**src/core/jtag_cfg.svh**
```systemverilog
// Constants of the test-access port: opcodes, reset patterns, boundary cell layout
// and the offsets of the bus-visible registers.
// Included by the package and by every module of the port; holds definitions only.
`ifndef JTAG_CFG_SVH
`define JTAG_CFG_SVH

// ****************************************************************
// Instruction register patterns
// ****************************************************************
`define IR_INIT 8'hEF
`define IR_LOW 8'hFD
`define IR_CAPTURE 8'h01

// ****************************************************************
// Opcodes in the upper four instruction bits; debug request in the upper three
// ****************************************************************
`define OP_EXTEST 4'h0
`define OP_CLAMP 4'h2
`define OP_HIGHZ 4'h3
`define OP_SAMPLE 4'h4
`define OP_RST_NEGATE 4'h6
`define OP_RST_ASSERT 4'h7
`define OP_IDCODE 4'hE
`define OP_BYPASS 4'hF
`define OP_DEBUG_REQ 3'h5

// ****************************************************************
// Boundary chain layout
// ****************************************************************
`define BS_LEN 333
`define BS_PINS 111
`define BS_IN_LSB 222
`define BS_OUT_LSB 111
`define BS_CTL_LSB 0

// ****************************************************************
// Register offsets, fields and responses
// ****************************************************************
`define AXI_AW 8
`define OFF_INSTR 8'h00
`define OFF_CTRL 8'h04
`define OFF_STATUS 8'h08
`define CTRL_DBG_CLR 0
`define STAT_DBG 4
`define STAT_RST 5
`define RESP_OKAY 2'h0
`define RESP_DECERR 2'h3

`endif

```
**src/core/jtag_pkg.sv**
```systemverilog
// Types of the test-access port: controller states, data register choice and
// the packed state records of both modules.
// Assumes the constants header is on the include path.
`include "jtag_cfg.svh"
package jtag_pkg;

    // ****************************************************************
    // Controller states, numbered in 4-bit Gray code order from TLR to UPD_IR
    // ****************************************************************
    typedef enum logic [3:0] {
        TLR = 4'h0, IDLE = 4'h1, SEL_DR = 4'h3, CAP_DR = 4'h2,
        SHIFT_DR = 4'h6, EX1_DR = 4'h7, PAUSE_DR = 4'h5, EX2_DR = 4'h4,
        UPD_DR = 4'hC, SEL_IR = 4'hD, CAP_IR = 4'hF, SHIFT_IR = 4'hE,
        EX1_IR = 4'hA, PAUSE_IR = 4'hB, EX2_IR = 4'h9, UPD_IR = 4'h8
    } tap_state_t;

    typedef enum logic [1:0] {
        DR_BYP = 2'h0, DR_ID = 2'h1, DR_BSC = 2'h2
    } dr_sel_t;

    // ****************************************************************
    // State records
    // ****************************************************************
    typedef struct packed {
        logic [3:0] s1;
        logic [3:0] s2;
        logic tck_d;
        tap_state_t st;
        logic [7:0] ir;
        logic [7:0] ir_sh;
        logic byp;
        logic [31:0] id_sh;
        logic tdo;
        logic tdo_oe_n;
        logic dbg_req;
        logic int_rst;
        logic awready;
        logic wready;
        logic aw_ok;
        logic w_ok;
        logic [`AXI_AW-1:0] wa;
        logic [31:0] wd;
        logic [3:0] ws;
        logic bvalid;
        logic [1:0] bresp;
        logic arready;
        logic rvalid;
        logic [1:0] rresp;
        logic [31:0] rdata;
    } tap_s_t;

    typedef struct packed {
        logic [`BS_LEN-1:0] sh;
        logic [`BS_LEN-1:0] upd;
        logic [`BS_PINS-1:0] p1;
        logic [`BS_PINS-1:0] p2;
        logic [`BS_PINS-1:0] pad_out;
        logic [`BS_PINS-1:0] pad_oe_n;
        logic [`BS_PINS-1:0] core_in;
    } chain_s_t;

endpackage: jtag_pkg

```
**src/core/pin_chain.sv**
```systemverilog
// Boundary cell chain at the pads: shift stages, update latches and pad muxes.
// Assumes capture, shift and update pulses come from the port logic on clk,
// and that pad inputs arrive from outside the clock domain.
`timescale 1ns/1ps
`include "jtag_cfg.svh"
module pin_chain
    import jtag_pkg::*;
(
    input logic clk,
    input logic reset,
    input logic cap,
    input logic shf,
    input logic upd,
    input logic tdi_bit,
    input logic drive,
    input logic highz,
    input logic [`BS_PINS-1:0] core_out,
    input logic [`BS_PINS-1:0] core_oe,
    input logic [`BS_PINS-1:0] pad_in,
    output logic [`BS_PINS-1:0] pad_out,
    output logic [`BS_PINS-1:0] pad_oe_n,
    output logic [`BS_PINS-1:0] core_in,
    output logic scan_lsb
);

    chain_s_t r;
    chain_s_t n;

    // ****************************************************************
    // Next state
    // ****************************************************************
    // Chain and update cells are never reset, their content is undefined.
    always_comb begin
        n = r;
        n.p1 = pad_in;
        n.p2 = r.p1;
        if (cap) begin
            n.sh = {r.p2, r.pad_out, ~r.pad_oe_n};
        end else if (shf) begin
            n.sh = {tdi_bit, r.sh[`BS_LEN-1:1]};
        end
        if (upd) begin
            n.upd = r.sh;
        end
        // Test modes take the pads away from the core; high impedance wins.
        if (highz) begin
            n.pad_out = r.upd[`BS_OUT_LSB +: `BS_PINS];
            n.pad_oe_n = '1;
        end else if (drive) begin
            n.pad_out = r.upd[`BS_OUT_LSB +: `BS_PINS];
            n.pad_oe_n = ~r.upd[`BS_CTL_LSB +: `BS_PINS];
        end else begin
            n.pad_out = core_out;
            n.pad_oe_n = ~core_oe;
        end
        n.core_in = drive ? r.upd[`BS_IN_LSB +: `BS_PINS] : r.p2;
        if (reset) begin
            n.pad_out = '0;
            n.pad_oe_n = '1;
            n.core_in = '0;
        end
    end

    // Single register of the whole state record.
    always_ff @(posedge clk) begin
        r <= n;
    end

    assign pad_out = r.pad_out;
    assign pad_oe_n = r.pad_oe_n;
    assign core_in = r.core_in;
    assign scan_lsb = r.sh[0];
endmodule: pin_chain

```
**src/core/tap_scan.sv**
```systemverilog
// Test-access port data and instruction registers with their bus view.
// Assumes the tester pins arrive asynchronously and are sampled on clk;
// TCK must be far slower than clk (at least eight clk periods per TCK period).
`timescale 1ns/1ps
`include "jtag_cfg.svh"
module tap_scan
    import jtag_pkg::*;
#(
    parameter logic [31:0] ID_VALUE = 32'h0ACE_0001 // Arbitrary identity; bit 0 kept one.
) (
    input logic clk,
    input logic reset,
    input logic tck,
    input logic tms,
    input logic tdi,
    input logic trst_n,
    output logic tdo,
    output logic tdo_oe_n,
    output logic debug_req,
    output logic core_reset_req,
    input logic [`BS_PINS-1:0] core_out,
    input logic [`BS_PINS-1:0] core_oe,
    input logic [`BS_PINS-1:0] pad_in,
    output logic [`BS_PINS-1:0] pad_out,
    output logic [`BS_PINS-1:0] pad_oe_n,
    output logic [`BS_PINS-1:0] core_in,
    input logic [`AXI_AW-1:0] awaddr,
    input logic awvalid,
    output logic awready,
    input logic [31:0] wdata,
    input logic [3:0] wstrb,
    input logic wvalid,
    output logic wready,
    output logic [1:0] bresp,
    output logic bvalid,
    input logic bready,
    input logic [`AXI_AW-1:0] araddr,
    input logic arvalid,
    output logic arready,
    output logic [31:0] rdata,
    output logic [1:0] rresp,
    output logic rvalid,
    input logic rready
);

    tap_s_t r;
    tap_s_t n;
    logic rise;
    logic fall;
    logic trst_l;
    logic bs_cap;
    logic bs_shf;
    logic bs_upd;
    logic bs_drive;
    logic bs_highz;
    logic bs_lsb;

    // ****************************************************************
    // Decoding helpers
    // ****************************************************************
    // Standard controller walk on one TCK rising edge.
    function automatic tap_state_t tap_next(input tap_state_t s, input logic m);
        tap_state_t t;
        t = s;
        unique case (s)
            TLR: t = m ? TLR : IDLE;
            IDLE: t = m ? SEL_DR : IDLE;
            SEL_DR: t = m ? SEL_IR : CAP_DR;
            CAP_DR: t = m ? EX1_DR : SHIFT_DR;
            SHIFT_DR: t = m ? EX1_DR : SHIFT_DR;
            EX1_DR: t = m ? UPD_DR : PAUSE_DR;
            PAUSE_DR: t = m ? EX2_DR : PAUSE_DR;
            EX2_DR: t = m ? UPD_DR : SHIFT_DR;
            UPD_DR: t = m ? SEL_DR : IDLE;
            SEL_IR: t = m ? TLR : CAP_IR;
            CAP_IR: t = m ? EX1_IR : SHIFT_IR;
            SHIFT_IR: t = m ? EX1_IR : SHIFT_IR;
            EX1_IR: t = m ? UPD_IR : PAUSE_IR;
            PAUSE_IR: t = m ? EX2_IR : PAUSE_IR;
            EX2_IR: t = m ? UPD_IR : SHIFT_IR;
            UPD_IR: t = m ? SEL_DR : IDLE;
        endcase
        return t;
    endfunction: tap_next

    // Reserved opcodes fall back to bypass so a stray load cannot hang the chain.
    function automatic dr_sel_t dr_of(input logic [7:0] code);
        dr_sel_t d;
        d = DR_BYP;
        if (code[7:4] == `OP_IDCODE) begin
            d = DR_ID;
        end else if (code[7:4] == `OP_EXTEST || code[7:4] == `OP_SAMPLE) begin
            d = DR_BSC;
        end
        return d;
    endfunction: dr_of

    // ****************************************************************
    // Pin sampling and boundary control
    // ****************************************************************
    // Edges are found only on the second synchroniser stage.
    assign rise = r.s2[2] & ~r.tck_d;
    assign fall = ~r.s2[2] & r.tck_d;
    assign trst_l = ~r.s2[3];
    assign bs_cap = rise && r.st == CAP_DR && dr_of(r.ir) == DR_BSC;
    assign bs_shf = rise && r.st == SHIFT_DR && dr_of(r.ir) == DR_BSC;
    assign bs_upd = fall && r.st == UPD_DR && dr_of(r.ir) == DR_BSC;
    assign bs_drive = r.ir[7:4] == `OP_EXTEST || r.ir[7:4] == `OP_CLAMP;
    assign bs_highz = r.ir[7:4] == `OP_HIGHZ;

    pin_chain u_chain (
        .clk(clk),
        .reset(reset),
        .cap(bs_cap),
        .shf(bs_shf),
        .upd(bs_upd),
        .tdi_bit(r.s2[0]),
        .drive(bs_drive),
        .highz(bs_highz),
        .core_out(core_out),
        .core_oe(core_oe),
        .pad_in(pad_in),
        .pad_out(pad_out),
        .pad_oe_n(pad_oe_n),
        .core_in(core_in),
        .scan_lsb(bs_lsb)
    );

    // ****************************************************************
    // Next state of port and bus slave
    // ****************************************************************
    always_comb begin
        n = r;
        n.s1 = {trst_n, tck, tms, tdi};
        n.s2 = r.s1;
        n.tck_d = r.s2[2];
        // Shift paths move on TCK rising; the walk follows TMS.
        if (rise) begin
            n.st = tap_next(r.st, r.s2[1]);
            unique case (r.st)
                CAP_DR: begin
                    n.byp = 1'b0;
                    n.id_sh = ID_VALUE;
                end
                SHIFT_DR: begin
                    n.byp = r.s2[0];
                    n.id_sh = {r.s2[0], r.id_sh[31:1]};
                end
                CAP_IR: n.ir_sh = `IR_CAPTURE;
                SHIFT_IR: n.ir_sh = {r.s2[0], r.ir_sh[7:1]};
                default: n.ir_sh = r.ir_sh;
            endcase
        end
        // TDO changes on TCK falling and floats outside the shift states.
        if (fall) begin
            n.tdo_oe_n = 1'b1;
            if (r.st == SHIFT_DR) begin
                n.tdo_oe_n = 1'b0;
                unique case (dr_of(r.ir))
                    DR_ID: n.tdo = r.id_sh[0];
                    DR_BSC: n.tdo = bs_lsb;
                    default: n.tdo = r.byp;
                endcase
            end else if (r.st == SHIFT_IR) begin
                n.tdo_oe_n = 1'b0;
                n.tdo = r.ir_sh[0];
            end
            // Loads come only from the port, whatever the processor does.
            if (r.st == UPD_IR) begin
                n.ir = r.ir_sh;
                if (r.ir_sh[7:4] == `OP_RST_ASSERT) begin
                    n.int_rst = 1'b1;
                end else if (r.ir_sh[7:4] == `OP_RST_NEGATE) begin
                    n.int_rst = 1'b0;
                end
            end
        end
        if (trst_l) begin
            n.st = TLR;
        end
        if (n.st == TLR) begin
            n.ir = `IR_INIT;
        end
        // Write side: address and data are held until both are present.
        if (awvalid && r.awready) begin
            n.aw_ok = 1'b1;
            n.wa = awaddr;
        end
        if (wvalid && r.wready) begin
            n.w_ok = 1'b1;
            n.wd = wdata;
            n.ws = wstrb;
        end
        if (r.bvalid && bready) begin
            n.bvalid = 1'b0;
        end
        if (r.aw_ok && r.w_ok && !r.bvalid) begin
            n.aw_ok = 1'b0;
            n.w_ok = 1'b0;
            n.bvalid = 1'b1;
            n.bresp = `RESP_OKAY;
            if (r.wa == `OFF_CTRL) begin
                if (r.ws[0] && r.wd[`CTRL_DBG_CLR]) begin
                    n.dbg_req = 1'b0;
                end
            end else if (r.wa != `OFF_INSTR && r.wa != `OFF_STATUS) begin
                n.bresp = `RESP_DECERR;
            end
        end
        // A debug request load sets the flag after any clear, so it is not lost.
        if (fall && r.st == UPD_IR && r.ir_sh[7:5] == `OP_DEBUG_REQ) begin
            n.dbg_req = 1'b1;
        end
        // Read side: one answer per address, data the cycle after.
        if (r.rvalid && rready) begin
            n.rvalid = 1'b0;
        end
        if (arvalid && r.arready) begin
            n.rvalid = 1'b1;
            n.rresp = `RESP_OKAY;
            n.rdata = 32'h0000_0000;
            unique case (araddr)
                `OFF_INSTR: n.rdata = {16'h0000, r.ir, `IR_LOW};
                `OFF_STATUS: n.rdata = {26'h000_0000, r.int_rst, r.dbg_req, r.st};
                `OFF_CTRL: n.rdata = 32'h0000_0000;
                default: n.rresp = `RESP_DECERR;
            endcase
        end
        n.awready = !n.aw_ok && !n.bvalid;
        n.wready = !n.w_ok && !n.bvalid;
        n.arready = !n.rvalid;
        if (reset) begin
            n.st = TLR;
            n.ir = `IR_INIT;
            n.ir_sh = `IR_CAPTURE;
            n.tdo = 1'b0;
            n.tdo_oe_n = 1'b1;
            n.dbg_req = 1'b0;
            n.int_rst = 1'b0;
            n.awready = 1'b0;
            n.wready = 1'b0;
            n.aw_ok = 1'b0;
            n.w_ok = 1'b0;
            n.bvalid = 1'b0;
            n.bresp = `RESP_OKAY;
            n.arready = 1'b0;
            n.rvalid = 1'b0;
            n.rresp = `RESP_OKAY;
            n.rdata = 32'h0000_0000;
        end
    end

    // Single register of the whole state record.
    always_ff @(posedge clk) begin
        r <= n;
    end

    assign tdo = r.tdo;
    assign tdo_oe_n = r.tdo_oe_n;
    assign debug_req = r.dbg_req;
    assign core_reset_req = r.int_rst;
    assign awready = r.awready;
    assign wready = r.wready;
    assign bresp = r.bresp;
    assign bvalid = r.bvalid;
    assign arready = r.arready;
    assign rdata = r.rdata;
    assign rresp = r.rresp;
    assign rvalid = r.rvalid;
endmodule: tap_scan

```
**config.mk**
```make
export PLATFORM = sky130hd
export DESIGN_NAME = tap_scan
export DESIGN_NICKNAME = d
export VERILOG_FILES = /design/src/core/jtag_pkg.sv /design/src/core/pin_chain.sv /design/src/core/tap_scan.sv
export VERILOG_INCLUDE_DIRS = /design/src /design/src/core
export SDC_FILE = /design/constraint.sdc
export NUM_CORES = 1
export LEC_CHECK = 0
export ABC_AREA = 0
export BUFFER_PORTS_ARGS = -buffer_cell sky130_fd_sc_hd__buf_4
export CAP_MARGIN = 20
export CORE_ASPECT_RATIO = 0.7
export CORE_MARGIN = 8
export CORE_UTILIZATION = 30
export DETAILED_ROUTE_END_ITERATION = 10
export GPL_TIMING_DRIVEN = 0
export PLACE_DENSITY = 0.49
export SKIP_LAST_GASP = 1
export SYNTH_ARGS = -nofsm -noshare
export SYNTH_HDL_FRONTEND = slang
export SYNTH_SLANG_ARGS = --single-unit
```
**constraint.sdc**
```tcl
create_clock -name clk -period 31.3 [get_ports clk]
set_clock_uncertainty 0.1 [all_clocks]
set_input_delay 3.13 -clock clk [delete_from_list [all_inputs] [get_ports clk]]
set_output_delay 3.13 -clock clk [all_outputs]
set_load 0.01 [all_outputs]
```
### After elaboration in Yosys (flattened, before gate mapping)

Cells that the tools add are included.

| cells by class | value |
|---|---|
| div/mod/pow operators | 0 |
| $add $sub $neg | 0 |
| shift-type cells | 0 |
| eq/ne operators | 29 |
| order comparisons | 0 |
| multipliers | 0 |
| reductions and logical operators | 51 |
| bitwise logic cells | 7 |
| muxes and demuxes | 46 |

Operator list:

| cell | number |
|---|---|
| two-way mux 333 bit | 2 |
| two-way mux 222 bit | 2 |
| inverter 111 bit | 3 |
| two-way mux 111 bit | 1 |
| one-hot mux 33 bit (2 select lines) | 1 |
| one-hot mux 4 bit (12 select lines) | 1 |
| equality test 4 bit (second input constant) | 9 |
| two-way mux 35 bit | 1 |
| one-hot mux 16 bit (2 select lines) | 1 |
| equality test 4 x 3 -> 1 bit (second input constant) | 7 |
| two-way mux 2 bit | 13 |
| two-way mux 4 bit | 6 |
| logical AND 1 bit | 19 |
| equality test 4 x 2 -> 1 bit (second input constant) | 4 |
| equality test 8 x 3 -> 1 bit (second input constant) | 2 |
| one-hot mux 8 bit (2 select lines) | 1 |
| nonzero test 2 bit | 8 |
| two-way mux 1 bit | 13 |
| zero test 4 bit | 3 |
| two-way mux 3 bit | 3 |
| equality test 8 x 4 -> 1 bit (second input constant) | 1 |
| zero test 8 bit | 1 |
| inequality test 8 x 4 -> 1 bit (second input constant) | 1 |
| AND reduction 2 bit | 4 |
| other kinds (13) | 26 |

| word-level totals | value |
|---|---|
| bits in latches | 0 |
| logic and storage cells | 165 |
| output and inout port bits | 378 |
| memories kept | 0 |
| flip-flop bits (word level) | 1340 |
| bits in writable memories | 0 |
| bits in read-only memories | 0 |
| bits of input ports | 396 |

### Logic depth before layout (Yosys ltp)

| logic depth | value |
|---|---|
| word-level depth | 9 |
| gate-level depth with buffers | 9 |

### Modules after synthesis

From an unflattened synthesis, not the netlist that was laid out.

| unflattened totals | value |
|---|---|
| cell total of the unflattened synthesis | 3298 |
| area total of the unflattened synthesis | 47842.1 um^2 |

Modules (own cells, without submodules):

| module | times used | area each (um^2) | cells each |
|---|---|---|---|
| pin_chain | 1 | 43690.7 | 2924 |
| tap_scan | 1 | 4151.5 | 374 |

### Worst setup path before layout

OpenSTA, ideal clock, no wires.

| path | value |
|---|---|
| path type | reg-to-reg |
| start | reg r[143] (netlist name) |
| end | reg u_chain.r[555] (netlist name) (enable) |
| path slack | 6.338 ns |
| stages on the path, launching flop included | 5 |
| arrival time | 23.424 ns |
| setup time | 1.438 ns |
| clock period less this slack | 24.962 ns |
| cells stage by stage | dfxtp_1 buf_2 buf_1 nand2_1 nor3_1 |

| on the way | value |
|---|---|
| longest elaborated chain between the ends | 3 |

RTL lines:

| what | line | text |
|---|---|---|
| start: declaration | tap_scan.sv:46 | `tap_s_t r;` |
| start signal: assignment | tap_scan.sv:255 | `r <= n;` |
| equality test 4 bit | tap_scan.sv:107 | `assign bs_upd = fall && r.st == UPD_DR && dr_of(r.ir) == DR_BSC;` |
| logical AND 1 bit (2 in series) | tap_scan.sv:107 |  |
| net bs_upd | tap_scan.sv:53 | `logic bs_upd;` |
| end signal: assignment | pin_chain.sv:66 | `r <= n;` |
| end: declaration | pin_chain.sv:26 | `chain_s_t r;` |

The timed path passes the listed nets, and every way through them passes these cells.
A chain may end at the register's enable or synchronous reset.

### Final worst setup path

| path | value |
|---|---|
| start | in reset |
| end | reg u_chain.r, in the netlist u_chain.pad_oe_n[109] |

| on the way | value |
|---|---|
| longest elaborated chain between the ends | 1 |

RTL lines:

| what | line | text |
|---|---|---|
| start: declaration | tap_scan.sv:12 | `input logic reset,` |
| OR reduction 2 bit (no source line) | - |  |

No other way between the ends.

==> flow_metrics.tcl <==
set metrics [dict create \
    status "finished, final reports clean" \
    antenna_found_initial 27 \
    cts_root_buf "clkbuf_16" \
    crit_required_ns 31.78 \
    port_buffers 722 \
    period_minus_slack_ns 5.252 \
    synth-main-ff-cell "edfxtp_1" \
    syn-cell-area_sq_um 46480 \
    hold_path.class "flop to flop" \
    arrival_ns 5.73 \
    start_util_pct 30.04 \
    ios 774 \
    synth_edf_count 708 \
    clockPowerShare_pct 44.3 \
    syn_to_final_growth_pct 29.29 \
    clk_pin_slew_ns 0.06 \
    num_rows 121 \
    drive_above_1_share_pct 35.16 \
    async_flop_share_pct 0 \
    drt-vias-per-instance 4.248 \
    yosysSeqAreaShare_pct 72.09 \
    core_sq_um 154700 \
    p_per_area_nw_per_um2 61.01 \
    switching_power_w 0.0008096 \
    period_share_pct 16.78 \
    cts_setup_buffers 0 \
    grt_pass1_vias 29830 \
    grt_pass1_wl_microns 199100 \
    final_common_cell "buf_4" \
    p_int_w 0.002857 \
    wl_per_cell_microns 20.01 \
    max_slew_margin_pct 29.00 \
    cts_buffers 136 \
    ys_seq_elements 1320 \
    post_cts_resized 0 \
    placed_area_sq_um 55550 \
    instances_no_fill 6821 \
    drt-initial-drc-count 1710 \
    critPathKind "primary input to flop" \
    seqPwrFrac_pct 50.9 \
    final_cell_mix "buf_4, nand2_1, edfxtp_1" \
    drcViolationCount 0 \
    fin_area_sq_um 60100 \
    track_usage_pct 15.67 \
    cts_buffer_depth 3 \
    dr_total_vias 28970 \
    syn_avg_cell_area_sq_um 12.74 \
    dr.pass1.iters 5 \
    cap_violations 0 \
    clk_latency_ns 0.78 \
    finalHoldViolations 0 \
    p_comb_share_pct 4.8 \
    cts_tree "yes" \
    setup_viol 0 \
    synthesis.instances 3650 \
    wirelength_microns 136500 \
    grt_max_degree 17 \
    ctsHtreeMaxLevel 4 \
    vdd_drop_max_mv 0.04741 \
    dieWidth_microns 486.5 \
    gp_congestion 0.7771 \
    yosys_warnings 0 \
    worstSetupStartpointType "primary input" \
    yosysUniqueCellTypes 53 \
    crit_path_end_kind "flop" \
    worst_pin_slew_ns 1.065 \
    fmaxAchievable_mhz 190.4 \
    die-area_sq_um 168000 \
    grt_remaining_overflow 0 \
    cts_num_sinks 1320 \
    cp_max_fo 10 \
    cellLeakagePower_nw 22.55 \
    rsz0062_at_grt "false" \
    whs_ns 0.2136 \
    dp.final_hpwl_microns 101900 \
    drv_slew 0 \
    swShare_pct 22.08 \
    final_nets 4998 \
    dp_cells 6555 \
    die_h_microns 345.3 \
    ant_nets 0 \
    holdBufCountCts 0 \
]
==> cell type report <==
type	instances	area, sq um
Inverter	7	26.28
Buffer	550	3672
Antenna cell	15	37.54
Fill cell	15070	94630
Clock inverter	61	640.6
Clock buffer	190	3870
Tap cell	2091	2616
Timing Repair Buffer	799	6376
Multi-Input combinational cell	1788	9348
Sequential cell	1320	33510
==> cell usage after synthesis, types with 3 or more instances <==
library cell,n,area [sq um]
nand2_1,1006,3776
edfxtp_1,708,21260
dfxtp_1,612,12250
buf_4,370,2778
a21oi_1,240,1201
mux2_2,224,2522
clkbuf_1,130,488.0
o21ai_0,116,580.6
nor2_1,41,153.9
and2_1,27,168.9
buf_6,26,292.8
buf_2,16,80.08
nor3_1,12,60.06
a22oi_1,9,67.56
nor2b_1,9,56.30
buf_1,8,30.03
or3_1,8,50.05
inv_1,7,26.28
o21ai_1,7,35.03
o31ai_1,7,52.55
a221oi_1,6,52.55
nand2b_1,6,37.54
mux2i_1,5,50.05
nand3_1,5,25.02
nor3b_1,5,37.54
a31oi_1,3,18.77
nor4_1,3,18.77
o21a_1,3,22.52
or4_1,3,22.52
==> logic make-up after synthesis <==
group           after synthesis  synth area share (%)
compound gates              402                 4.584
simple gates               1140                 9.809
mux                         229                 5.534
flops                      1320                 72.09
fa+ha+maj                     1               0.02153
buf+inv                     557                 7.949
other cells                   1              0.008067
==> flip-flops by register name, summed over array words and instances, names as in the netlist, 5 cells and up <==
register          count
n                     5
r                    68
rdata                15
u_chain.core_in     111
u_chain.n           111
u_chain.pad_oe_n    111
u_chain.pad_out     111
u_chain.r           776
==> worst paths after layout <==
path,startpoint,to,slack (ns),cells past startpoint
max,reset,u_chain.pad_oe_n[109],26.05,6
min,u_chain.n[428],u_chain.r[428],0.21,0
max reg2reg,r[143],u_chain.r[704],27.37,13
min reg2reg,u_chain.n[428],u_chain.r[428],0.21,0
==> critical path: stages <==
cell	delay [ns]
clkbuf_2	0.40
a31oi_1	0.60
clkbuf_1	0.66
buf_8	0.23
buf_1	0.49
nand2_1	0.19
==> layer usage <==
metal	share of wire, %	global-route usage (%)	wire, microns	vias to the layer above
li1	-	-	-	14000
met1	44	20.39	60710	14070
met2	47	25.00	63660	678
met3	5.5	3.965	7518	216
met4	3.3	6.243	4556	12
met5	0.055	0	75	-
==> per-stage QoR <==
| step | utilization (%) | setup TNS [ns] | power [W] | worst slack [ns] |
|---|---|---|---|---|
| final | 38.84 | 0 | 0.003667 | 26.05 |
| after global routing | 38.84 | 0 | 0.003804 | 26.04 |
| after CTS | 38.82 | 0 | 0.003724 | 26.03 |
| after detailed placement | 35.90 | 0 | 0.002082 | 25.20 |
| after global placement | 35.27 | -3788.41 | 0.002082 | -11.46 |
| after floorplan | - | 0 | 0.001973 | 6.338 |
==> power by group through the flow <==
stage	sequential [W]	combinational, W	clock, W
after floorplan	0.00190	0.0000775	0
after global placement	0.00190	0.000178	0
after detailed placement	0.00190	0.000178	0
after CTS	0.00187	0.000179	0.00168
after global routing	0.00187	0.000189	0.00175
final	0.00187	0.000175	0.00163
(Power assumes the default switching activity.)
